`src/core/mpdu_pkg.sv`:
```
package mpdu_pkg;
   // ---------------------------------------------------------------
   // Direction register addresses in the special function space
   // ---------------------------------------------------------------
   localparam logic [7:0] PORT0_DIRECTION_ADDR = 8'hA4;
   localparam logic [7:0] PORT1_DIRECTION_ADDR = 8'hA5;
   localparam logic [7:0] PORT2_DIRECTION_ADDR = 8'hA6;
   localparam logic [7:0] PORT3_DIRECTION_ADDR = 8'hA7;
   // ---------------------------------------------------------------
   // Reset values
   // ---------------------------------------------------------------
   localparam logic [7:0] PORT0_DIRECTION_RST = 8'hFF;
   localparam logic [7:0] PORT1_DIRECTION_RST = 8'hFF;
   localparam logic [7:0] PORT2_DIRECTION_RST = 8'h00;
   localparam logic [7:0] PORT3_DIRECTION_RST = 8'hFF;
   localparam logic [7:0] PORT_LATCH_RST = 8'hFF;
   // ---------------------------------------------------------------
   // Field positions
   // ---------------------------------------------------------------
   localparam int P3_RXD_BIT = 0;
   localparam int P3_TXD_BIT = 1;
   localparam int P3_WR_BIT = 6;
   localparam int P3_RD_BIT = 7;
   localparam int TX_CLOCK_SEL_BIT = 4;
   localparam logic [1:0] PORT_COUNT = 2'h3;
   typedef enum logic {MPDU_CLK_TIMER1, MPDU_CLK_TIMER2} mpdu_clk_src_e;
endpackage : mpdu_pkg

```
`src/core/mpdu_pin_if.sv`:
```
`timescale 1ns/10ps
interface mpdu_pin_if;
   logic [7:0] latch;
   logic [7:0] dir;
   logic [7:0] pin_out;
   logic [7:0] pin_oe;
   modport ctl (output latch, output dir, input pin_out, input pin_oe);
   modport drv (input latch, input dir, output pin_out, output pin_oe);
endinterface : mpdu_pin_if

```
`src/core/mpdu_pin_drv.sv`:
```
`timescale 1ns/10ps
module mpdu_pin_drv
   import mpdu_pkg::*;
(
   // Clock and reset
   input wire logic clk,
   input wire logic srst,
   // Port control
   mpdu_pin_if.drv port
);
   // Direction bit low drives the latch, high releases the pin
   always_ff @(posedge clk)
   begin
      if (srst)
      begin
         port.pin_out <= PORT_LATCH_RST;
         port.pin_oe <= 8'h00;
      end
      else
      begin
         port.pin_out <= port.latch; // RULE1
         port.pin_oe <= ~port.dir; // RULE1 RULE2
      end
   end
endmodule : mpdu_pin_drv

```
`src/core/mpdu_port_ctrl.sv`:
```
`timescale 1ns/10ps
// Notes on behaviour
// RULE1: A cleared direction bit makes the pin an output driving the latch.
// RULE2: A set direction bit makes the pin an input and releases it.
// RULE3: Direction registers sit at 0xA4 to 0xA7 for ports 0 to 3.
// RULE4: Ports 0 and 2 carry the memory bus regardless of direction bits.
// RULE5: Port 1 pin 0 is only the timer 2 count input; software keeps it 1.
// RULE6: No timer 2 external capture or reload input exists.
// RULE7: Software must not enable timer 2 clock-out mode.
// RULE8: Port 3 pins 1 and 0 carry UART or general I/O per their bits.
// RULE9: Port 3 pins 3 and 2 are interrupt inputs; software keeps them 1.
// RULE10: Port 3 pins 5 and 4 are timer inputs; their bits stay 1.
// RULE11: Port 3 pins 7 and 6 are memory strobes, direction bits ignored.
// RULE12: The serial port has one baud clock for receive and transmit.
// RULE13: The transmit clock select bit picks timer 1 (0) or timer 2 (1).
// RULE14: A direction register reads back its last write or reset value.
module mpdu_port_ctrl
   import mpdu_pkg::*;
(
   // Clock and reset
   input wire logic clk,
   input wire logic srst,
   // Special function register access
   input wire logic reg_wr,
   input wire logic reg_rd,
   input wire logic [7:0] reg_addr,
   input wire logic [7:0] reg_wdata,
   output logic [7:0] reg_rdata,
   output logic reg_hit,
   // Port latches from the core
   input wire logic [7:0] port1_latch,
   input wire logic [7:0] port3_latch,
   // Memory bus from the core
   input wire logic [7:0] mem_ad_out,
   input wire logic mem_ad_oe,
   input wire logic [7:0] mem_addr_hi,
   input wire logic mem_wr_n,
   input wire logic mem_rd_n,
   // Serial clock selection
   input wire logic [7:0] timer_two_control,
   input wire logic timer1_baud_tick,
   input wire logic timer2_baud_tick,
   output logic uart_baud_tick,
   output logic uart_clk_sel,
   // Pins
   input wire logic [7:0] p1_pin_in,
   input wire logic [7:0] p3_pin_in,
   output logic [7:0] p0_out,
   output logic [7:0] p0_oe,
   output logic [7:0] p1_out,
   output logic [7:0] p1_oe,
   output logic [7:0] p2_out,
   output logic [7:0] p2_oe,
   output logic [7:0] p3_out,
   output logic [7:0] p3_oe,
   output logic [7:0] p1_sync,
   output logic [7:0] p3_sync
);
   logic [7:0] port0_direction;
   logic [7:0] port1_direction;
   logic [7:0] port2_direction;
   logic [7:0] port3_direction;
   logic [7:0] p1_meta;
   logic [7:0] p3_meta;
   logic [7:0] drv3_out;
   logic [7:0] drv3_oe;
   logic [7:0] next_rdata;
   logic next_hit;
   logic [1:0] strobe_out;
   logic [1:0] strobe_oe;
   mpdu_pin_if p1_if ();
   mpdu_pin_if p3_if ();

   // ---------------------------------------------------------------
   // Direction registers
   // ---------------------------------------------------------------
   always_ff @(posedge clk)
   begin
      if (srst)
      begin
         port0_direction <= PORT0_DIRECTION_RST;
         port1_direction <= PORT1_DIRECTION_RST;
         port2_direction <= PORT2_DIRECTION_RST;
         port3_direction <= PORT3_DIRECTION_RST;
      end
      else if (reg_wr)
      begin
         if (reg_addr == PORT0_DIRECTION_ADDR) // RULE3
            port0_direction <= reg_wdata;
         else if (reg_addr == PORT1_DIRECTION_ADDR)
            port1_direction <= reg_wdata;
         else if (reg_addr == PORT2_DIRECTION_ADDR)
            port2_direction <= reg_wdata;
         else if (reg_addr == PORT3_DIRECTION_ADDR)
            port3_direction <= reg_wdata;
      end
   end

   // Read data registered; other addresses belong to the core, hit low
   always_comb
   begin
      next_rdata = 8'h00;
      next_hit = 1'b1;
      if (reg_addr == PORT0_DIRECTION_ADDR)
         next_rdata = port0_direction; // RULE14
      else if (reg_addr == PORT1_DIRECTION_ADDR)
         next_rdata = port1_direction; // RULE14
      else if (reg_addr == PORT2_DIRECTION_ADDR)
         next_rdata = port2_direction; // RULE14
      else if (reg_addr == PORT3_DIRECTION_ADDR)
         next_rdata = port3_direction; // RULE14
      else
         next_hit = 1'b0;
   end

   always_ff @(posedge clk)
   begin
      if (srst)
      begin
         reg_rdata <= 8'h00;
         reg_hit <= 1'b0;
      end
      else
      begin
         reg_rdata <= reg_rd ? next_rdata : 8'h00;
         reg_hit <= reg_rd & next_hit;
      end
   end

   // ---------------------------------------------------------------
   // General ports through the shared pin driver
   // ---------------------------------------------------------------
   assign p1_if.latch = port1_latch;
   assign p1_if.dir = port1_direction;
   assign p3_if.latch = port3_latch;
   assign p3_if.dir = port3_direction;

   mpdu_pin_drv u_drv1 (.clk(clk), .srst(srst), .port(p1_if.drv));
   mpdu_pin_drv u_drv3 (.clk(clk), .srst(srst), .port(p3_if.drv));

   assign drv3_out = p3_if.pin_out;
   assign drv3_oe = p3_if.pin_oe;

   // Drivers are already registered, so these stay flop outputs
   always_comb
   begin
      p1_out = p1_if.pin_out; // RULE1
      p1_oe = p1_if.pin_oe; // RULE2
   end

   // ---------------------------------------------------------------
   // Memory bus and strobes ignore the direction registers
   // ---------------------------------------------------------------
   always_ff @(posedge clk)
   begin
      if (srst)
      begin
         p0_out <= 8'h00;
         p0_oe <= 8'h00;
         p2_out <= 8'h00;
         p2_oe <= 8'hFF;
      end
      else
      begin
         p0_out <= mem_ad_out; // RULE4
         p0_oe <= {8{mem_ad_oe}}; // RULE4
         p2_out <= mem_addr_hi; // RULE4
         p2_oe <= 8'hFF; // RULE4
      end
   end

   // Strobes are idle high during reset so no memory is selected
   always_ff @(posedge clk)
   begin
      if (srst)
      begin
         strobe_out <= 2'h3;
         strobe_oe <= 2'h3;
      end
      else
      begin
         strobe_out <= {mem_rd_n, mem_wr_n}; // RULE11
         strobe_oe <= 2'h3; // RULE11
      end
   end

   // Pins 5..0 follow direction bits; UART pins 1..0 included.
   // One process builds each pin word so no bit has two writers.
   always_comb
   begin
      p3_out = {strobe_out, drv3_out[5:0]}; // RULE8 RULE11
      p3_oe = {strobe_oe, drv3_oe[5:0]}; // RULE8 RULE9 RULE10
   end

   // ---------------------------------------------------------------
   // Input synchronisers; no timer 2 external capture or reload input is provided
   // ---------------------------------------------------------------
   always_ff @(posedge clk)
   begin
      if (srst)
      begin
         p1_meta <= 8'hFF;
         p1_sync <= 8'hFF;
         p3_meta <= 8'hFF;
         p3_sync <= 8'hFF;
      end
      else
      begin
         p1_meta <= p1_pin_in;
         p1_sync <= {7'h7F, p1_meta[0]}; // RULE5 RULE6
         p3_meta <= p3_pin_in;
         p3_sync <= p3_meta;
      end
   end

   // ---------------------------------------------------------------
   // Single serial clock for both directions
   // ---------------------------------------------------------------
   always_ff @(posedge clk)
   begin
      if (srst)
      begin
         uart_clk_sel <= MPDU_CLK_TIMER1;
         uart_baud_tick <= 1'b0;
      end
      else
      begin
         uart_clk_sel <= timer_two_control[TX_CLOCK_SEL_BIT]; // RULE13
         uart_baud_tick <= timer_two_control[TX_CLOCK_SEL_BIT] ?
                           timer2_baud_tick : timer1_baud_tick; // RULE12
      end
   end

   // ---------------------------------------------------------------
   // Assertions
   // ---------------------------------------------------------------
   // Pins lag the direction register by the one driver flop
   property p_out_drive;
      @(posedge clk) disable iff (srst)
      !srst && !port1_direction[3] |=>
         p1_oe[3] && p1_out[3] == $past(port1_latch[3]);
   endproperty
   a_out_drive: assert property (p_out_drive) else $error("out drive"); // RULE1
   property p_in_release;
      @(posedge clk) disable iff (srst)
      !srst && port3_direction[2] |=> !p3_oe[2];
   endproperty
   a_in_release: assert property (p_in_release) else $error("release"); // RULE2
   property p_readback;
      @(posedge clk) disable iff (srst)
      reg_rd && reg_addr == PORT3_DIRECTION_ADDR |=>
         reg_hit && reg_rdata == $past(port3_direction);
   endproperty
   a_readback: assert property (p_readback) else $error("readback"); // RULE14
   property p_write_map;
      @(posedge clk) disable iff (srst)
      reg_wr && reg_addr == PORT1_DIRECTION_ADDR |=>
         port1_direction == $past(reg_wdata);
   endproperty
   a_write_map: assert property (p_write_map) else $error("write map"); // RULE3
   property p_p2_bus;
      @(posedge clk) disable iff (srst)
      !srst |=> p2_oe == 8'hFF && p2_out == $past(mem_addr_hi);
   endproperty
   a_p2_bus: assert property (p_p2_bus) else $error("p2 bus"); // RULE4
   property p_strobe;
      @(posedge clk) disable iff (srst)
      !srst |=> p3_oe[7:6] == 2'h3 && p3_out[7] == $past(mem_rd_n);
   endproperty
   a_strobe: assert property (p_strobe) else $error("strobe"); // RULE11
   property p_baud;
      @(posedge clk) disable iff (srst)
      !srst && timer_two_control[TX_CLOCK_SEL_BIT] |=>
         uart_baud_tick == $past(timer2_baud_tick);
   endproperty
   a_baud: assert property (p_baud) else $error("baud"); // RULE12
   property p_sel;
      @(posedge clk) disable iff (srst)
      !srst && !timer_two_control[TX_CLOCK_SEL_BIT] |=> !uart_clk_sel;
   endproperty
   a_sel: assert property (p_sel) else $error("clock select"); // RULE13
   property p_no_ext;
      @(posedge clk) disable iff (srst)
      ##2 1'b1 |-> p1_sync[1];
   endproperty
   a_no_ext: assert property (p_no_ext) else $error("ext input"); // RULE6
   c_write: cover property (@(posedge clk)
      reg_wr && reg_addr == PORT0_DIRECTION_ADDR);
   c_read: cover property (@(posedge clk) reg_hit);
   c_timer2: cover property (@(posedge clk) uart_clk_sel);
endmodule : mpdu_port_ctrl

```
`config.mk`:
```
export PLATFORM = sky130hd
export DESIGN_NAME = mpdu_port_ctrl
export DESIGN_NICKNAME = d
export VERILOG_FILES = /design/src/core/mpdu_pkg.sv /design/src/core/mpdu_pin_if.sv /design/src/core/mpdu_pin_drv.sv /design/src/core/mpdu_port_ctrl.sv
export SDC_FILE = /design/constraint.sdc
export NUM_CORES = 1
export LEC_CHECK = 0
export ABC_CLOCK_PERIOD_IN_PS = 1500
export BUFFER_PORTS_ARGS = -buffer_cell sky130_fd_sc_hd__buf_4
export CAP_MARGIN = 5
export CORE_ASPECT_RATIO = 1.4
export CORE_UTILIZATION = 43
export DETAILED_ROUTE_END_ITERATION = 16
export PLACE_DENSITY_LB_ADDON = 0.05
export SLEW_MARGIN = 20
export SYNTH_ARGS = -nofsm -noshare
export SYNTH_HDL_FRONTEND = slang
export SYNTH_SLANG_ARGS = --single-unit
```
`constraint.sdc`:
```
create_clock -name clk -period 1.5 [get_ports clk]
set_input_delay 0.075 -clock clk [delete_from_list [all_inputs] [get_ports clk]]
set_output_delay 0.075 -clock clk [all_outputs]
set_load 0.05 [all_outputs]
```
==> results by group <==
Run status
  • Status: finished clean

Hold path
  • Hold Path Origin: reg_wdata[6]
  • Hold/Removal Path Class: primary input to flip-flop
  • WHS Endpoint: port2_direction[6]
  • Cell depth of the worst hold path: 3

Yosys
  • Area share of the largest cell type after synthesis: 59.5%
  • Syn Area/Cell: approximately 12 um^2
  • Top_reg_cell synth: dfxtp_1
  • Top cell type by total area after synthesis: dfxtp_1
  • YS warnings: 0
  • Post-Syn Instances: 309
  • Share of flip-flops with an asynchronous set or reset: 0%
  • Post-synth cell types: 19
  • Post-synthesis sequential area ratio: 59.5%
  • Synth top area cells: dfxtp_1 (59%), mux2i_1 (9.1%), or2_2 (5.8%)
  • Syn Std Cell Area: 3640 um^2
  • Synth Register Bits: 108
  • Post-synth EDFFs: 0

STA
  • Endpoints failing hold: 0
  • RSZ-0062 raised after global routing: false
  • Final Cycle Share: 84.7%
  • Fmax: 787 MHz
  • Final worst path period need: 1270 ps
  • Setup TNS: 0 ps
  • Setup violators final: 0
  • Final clock skew: 5.92 ps
  • Slew Viols, Final: 0

Floorplanning
  • Number of I/O pins: 172
  • Rows: 39
  • Die height: 111 um
  • Core area: 8200 um^2
  • Die Width: around 80 um
  • Die area: 8830 um^2
  • Initial Util: 44.4%

Cells and area
  • Final #Nets: 570
  • Final standard cell area without fillers: 5480 um^2
  • Most frequent cells in the layout: buf_4 (142), dfxtp_1 (108), dlygate4sd3_1 (47)
  • # diodes: 0
  • Layout fillers: roughly 640
  • Area delta synth->final: 50.7%
  • Commonest non-fill, non-tap cell in the layout: buf_4
  • Share of cells above drive strength 1: 41.9%

Worst setup path
  • FF-to-FF End: reg_rdata[1]
  • R2r startpoint: p3_if.dir[1]
  • Crit. End Element: flip-flop
  • Worst EP required: roughly 1700 ps
  • Reg-to-reg setup timing slack: 450 ps
  • Arrival time worst endpoint: around 1500 ps
  • Critical Path Fanout Max: 2
  • R2R depth: 2
  • Crit Path Category: primary input to flip-flop
  • Critical Path Source Type: primary input

GRT
  • Met1 GRT Util: 20.1%
  • First-pass GRT wire length: approximately 12 mm
  • Met2 GRT Util: between 30% and 40%
  • Initial antenna violation count: 0
  • Grt met3 use: approximately 6.6%
  • Number of global-route vias before repair: 2,682
  • Overall Global Routing Usage: a little under a fifth
  • Total congestion overflow: 0
  • Largest net degree at the start of global routing: 90
  • Layer with the highest usage: met2

Clocking
  • Post-CTS sizing: 0
  • Clk slew on worst S/H paths: 70 ps
  • Root Buffer: clkbuf_16
  • Setup repair bufs after CTS: 0
  • TritonCTS buffer count: 9
  • Clock sink total: 108
  • Clk_lat worst skew: roughly 340 ps
  • CTS tree: built
  • Clk buf depth: 2
  • H-Tree Depth: 3
  • Post-CTS Hold Buffers: 46

Routing
  • Overall via count from detail_route: 2,647
  • Mean number of vias per cell: 4.44
  • DRC: 0
  • Final WL: between 7 and 8 mm
  • Initial DRC count: 70
  • ANT nets after route: 0
  • Router iterations before antenna repair: 4
  • Per-cell routed wire length: 12.8 um

Pwr
  • Leakage: 0.00235 uW
  • Worst VDD drop: 0.755 mV
  • Power Density: around 1100 nW/um^2

Placement
  • RePlAce Congestion: 0.711
  • Placed cell areas: 4710 um^2
  • PortBufs: 138
  • HPWL Detailed: 4.76 mm

Job
  • Max-cap check violation count: 0
==> logic make-up (layout without fill, tap and decap cells) <==
logic type             Yosys count  count (layout)  share of synthesized area, %
multiplexers                    41              41                          14.0
flip-flops                     108             108                          59.5
AND/OR/NAND/NOR                118             118                          19.4
buffers and inverters           41             210                          6.99
other                            1              17                         0.103
==> worst max-delay path by stage <==
stage / start / to / slack (ps)
4_1_cts: timer_two_control[4] / uart_baud_tick / 280
3_3_place_gp: reg_addr[3] / p1_if.dir[6] / 160
5_1_grt: timer_two_control[4] / uart_baud_tick / 200
2_1_floorplan: reg_addr[6] / port2_direction[0] / 290
3_5_place_dp: reg_addr[3] / p1_if.dir[0] / 110
6_report: timer_two_control[4] / uart_baud_tick / 230
==> synth_stat cells (2+ instances only) <==
library cell  number
nor2b_1           26
buf_4             26
inv_1              2
buf_2              2
mux2i_1           33
nand2b_1          17
nor2_1            33
or2_2             34
mux4_2             8
nor4_4             2
dfxtp_1          108
clkbuf_1          11
==> sequential cells by signal, indices dropped and copies added, names as in the netlist <==
name,count
uart_clk_sel,1
p3_sync,8
p1_meta,1
p0_out,8
u_drv3.port.pin_oe,6
reg_hit,1
port0_direction,8
p2_out,8
u_drv1.port.pin_oe,8
p3_if.dir,8
p1_if.dir,8
strobe_out,2
p1_sync,1
uart_baud_tick,1
reg_rdata,8
p3_meta,8
p0_oe,1
port2_direction,8
u_drv1.port.pin_out,8
u_drv3.port.pin_out,6
==> area by class of cell <==
cell class              instances  area [um^2]  area share (%)
inverters                       2         7.51           0.137
flip-flops and latches        108         2160            39.5
clock buffers                   9          225            4.11
clock inverters                 7         75.1            1.37
multi-input cells             176         1290            23.5
repair buffers                192         1600            29.1
well taps                     102          128            2.33
==> metal layers <==
layer / vias to the layer above / wire [um]
li1: 1313 / -
met1: 1223 / 2870
met2: 92 / 4010
met3: 19 / 550
met4: 0 / 220
met5: - / 0
==> through the flow <==
step	utilization, %	setup WS [ps]	hold WS (ps)	std cells	total power, uW
2_1_floorplan	-	289	179	325	3570
5_1_grt	66.8	202	23.5	596	6440
4_1_cts	66.7	277	4.68	595	6250
6_report	66.8	230	15.7	596	6180
3_3_place_gp	57.4	162	259	533	3790
3_5_place_dp	57.4	110	261	533	3790
==> report_power, final <==
part,internal [uW],leakage [uW],switching [uW]
Sequential,2940,0.000885,21.3
Clock,1300,0.000143,1050
Combinational,359,0.00132,508
==> critical path, cell delays in order <==
cell           delay, ps
dlygate4sd3_1        540
buf_4                140
mux2i_1              140
dlygate4sd3_1        570
nor2_1                40
No activity file was read; power rests on OpenSTA's default activity.
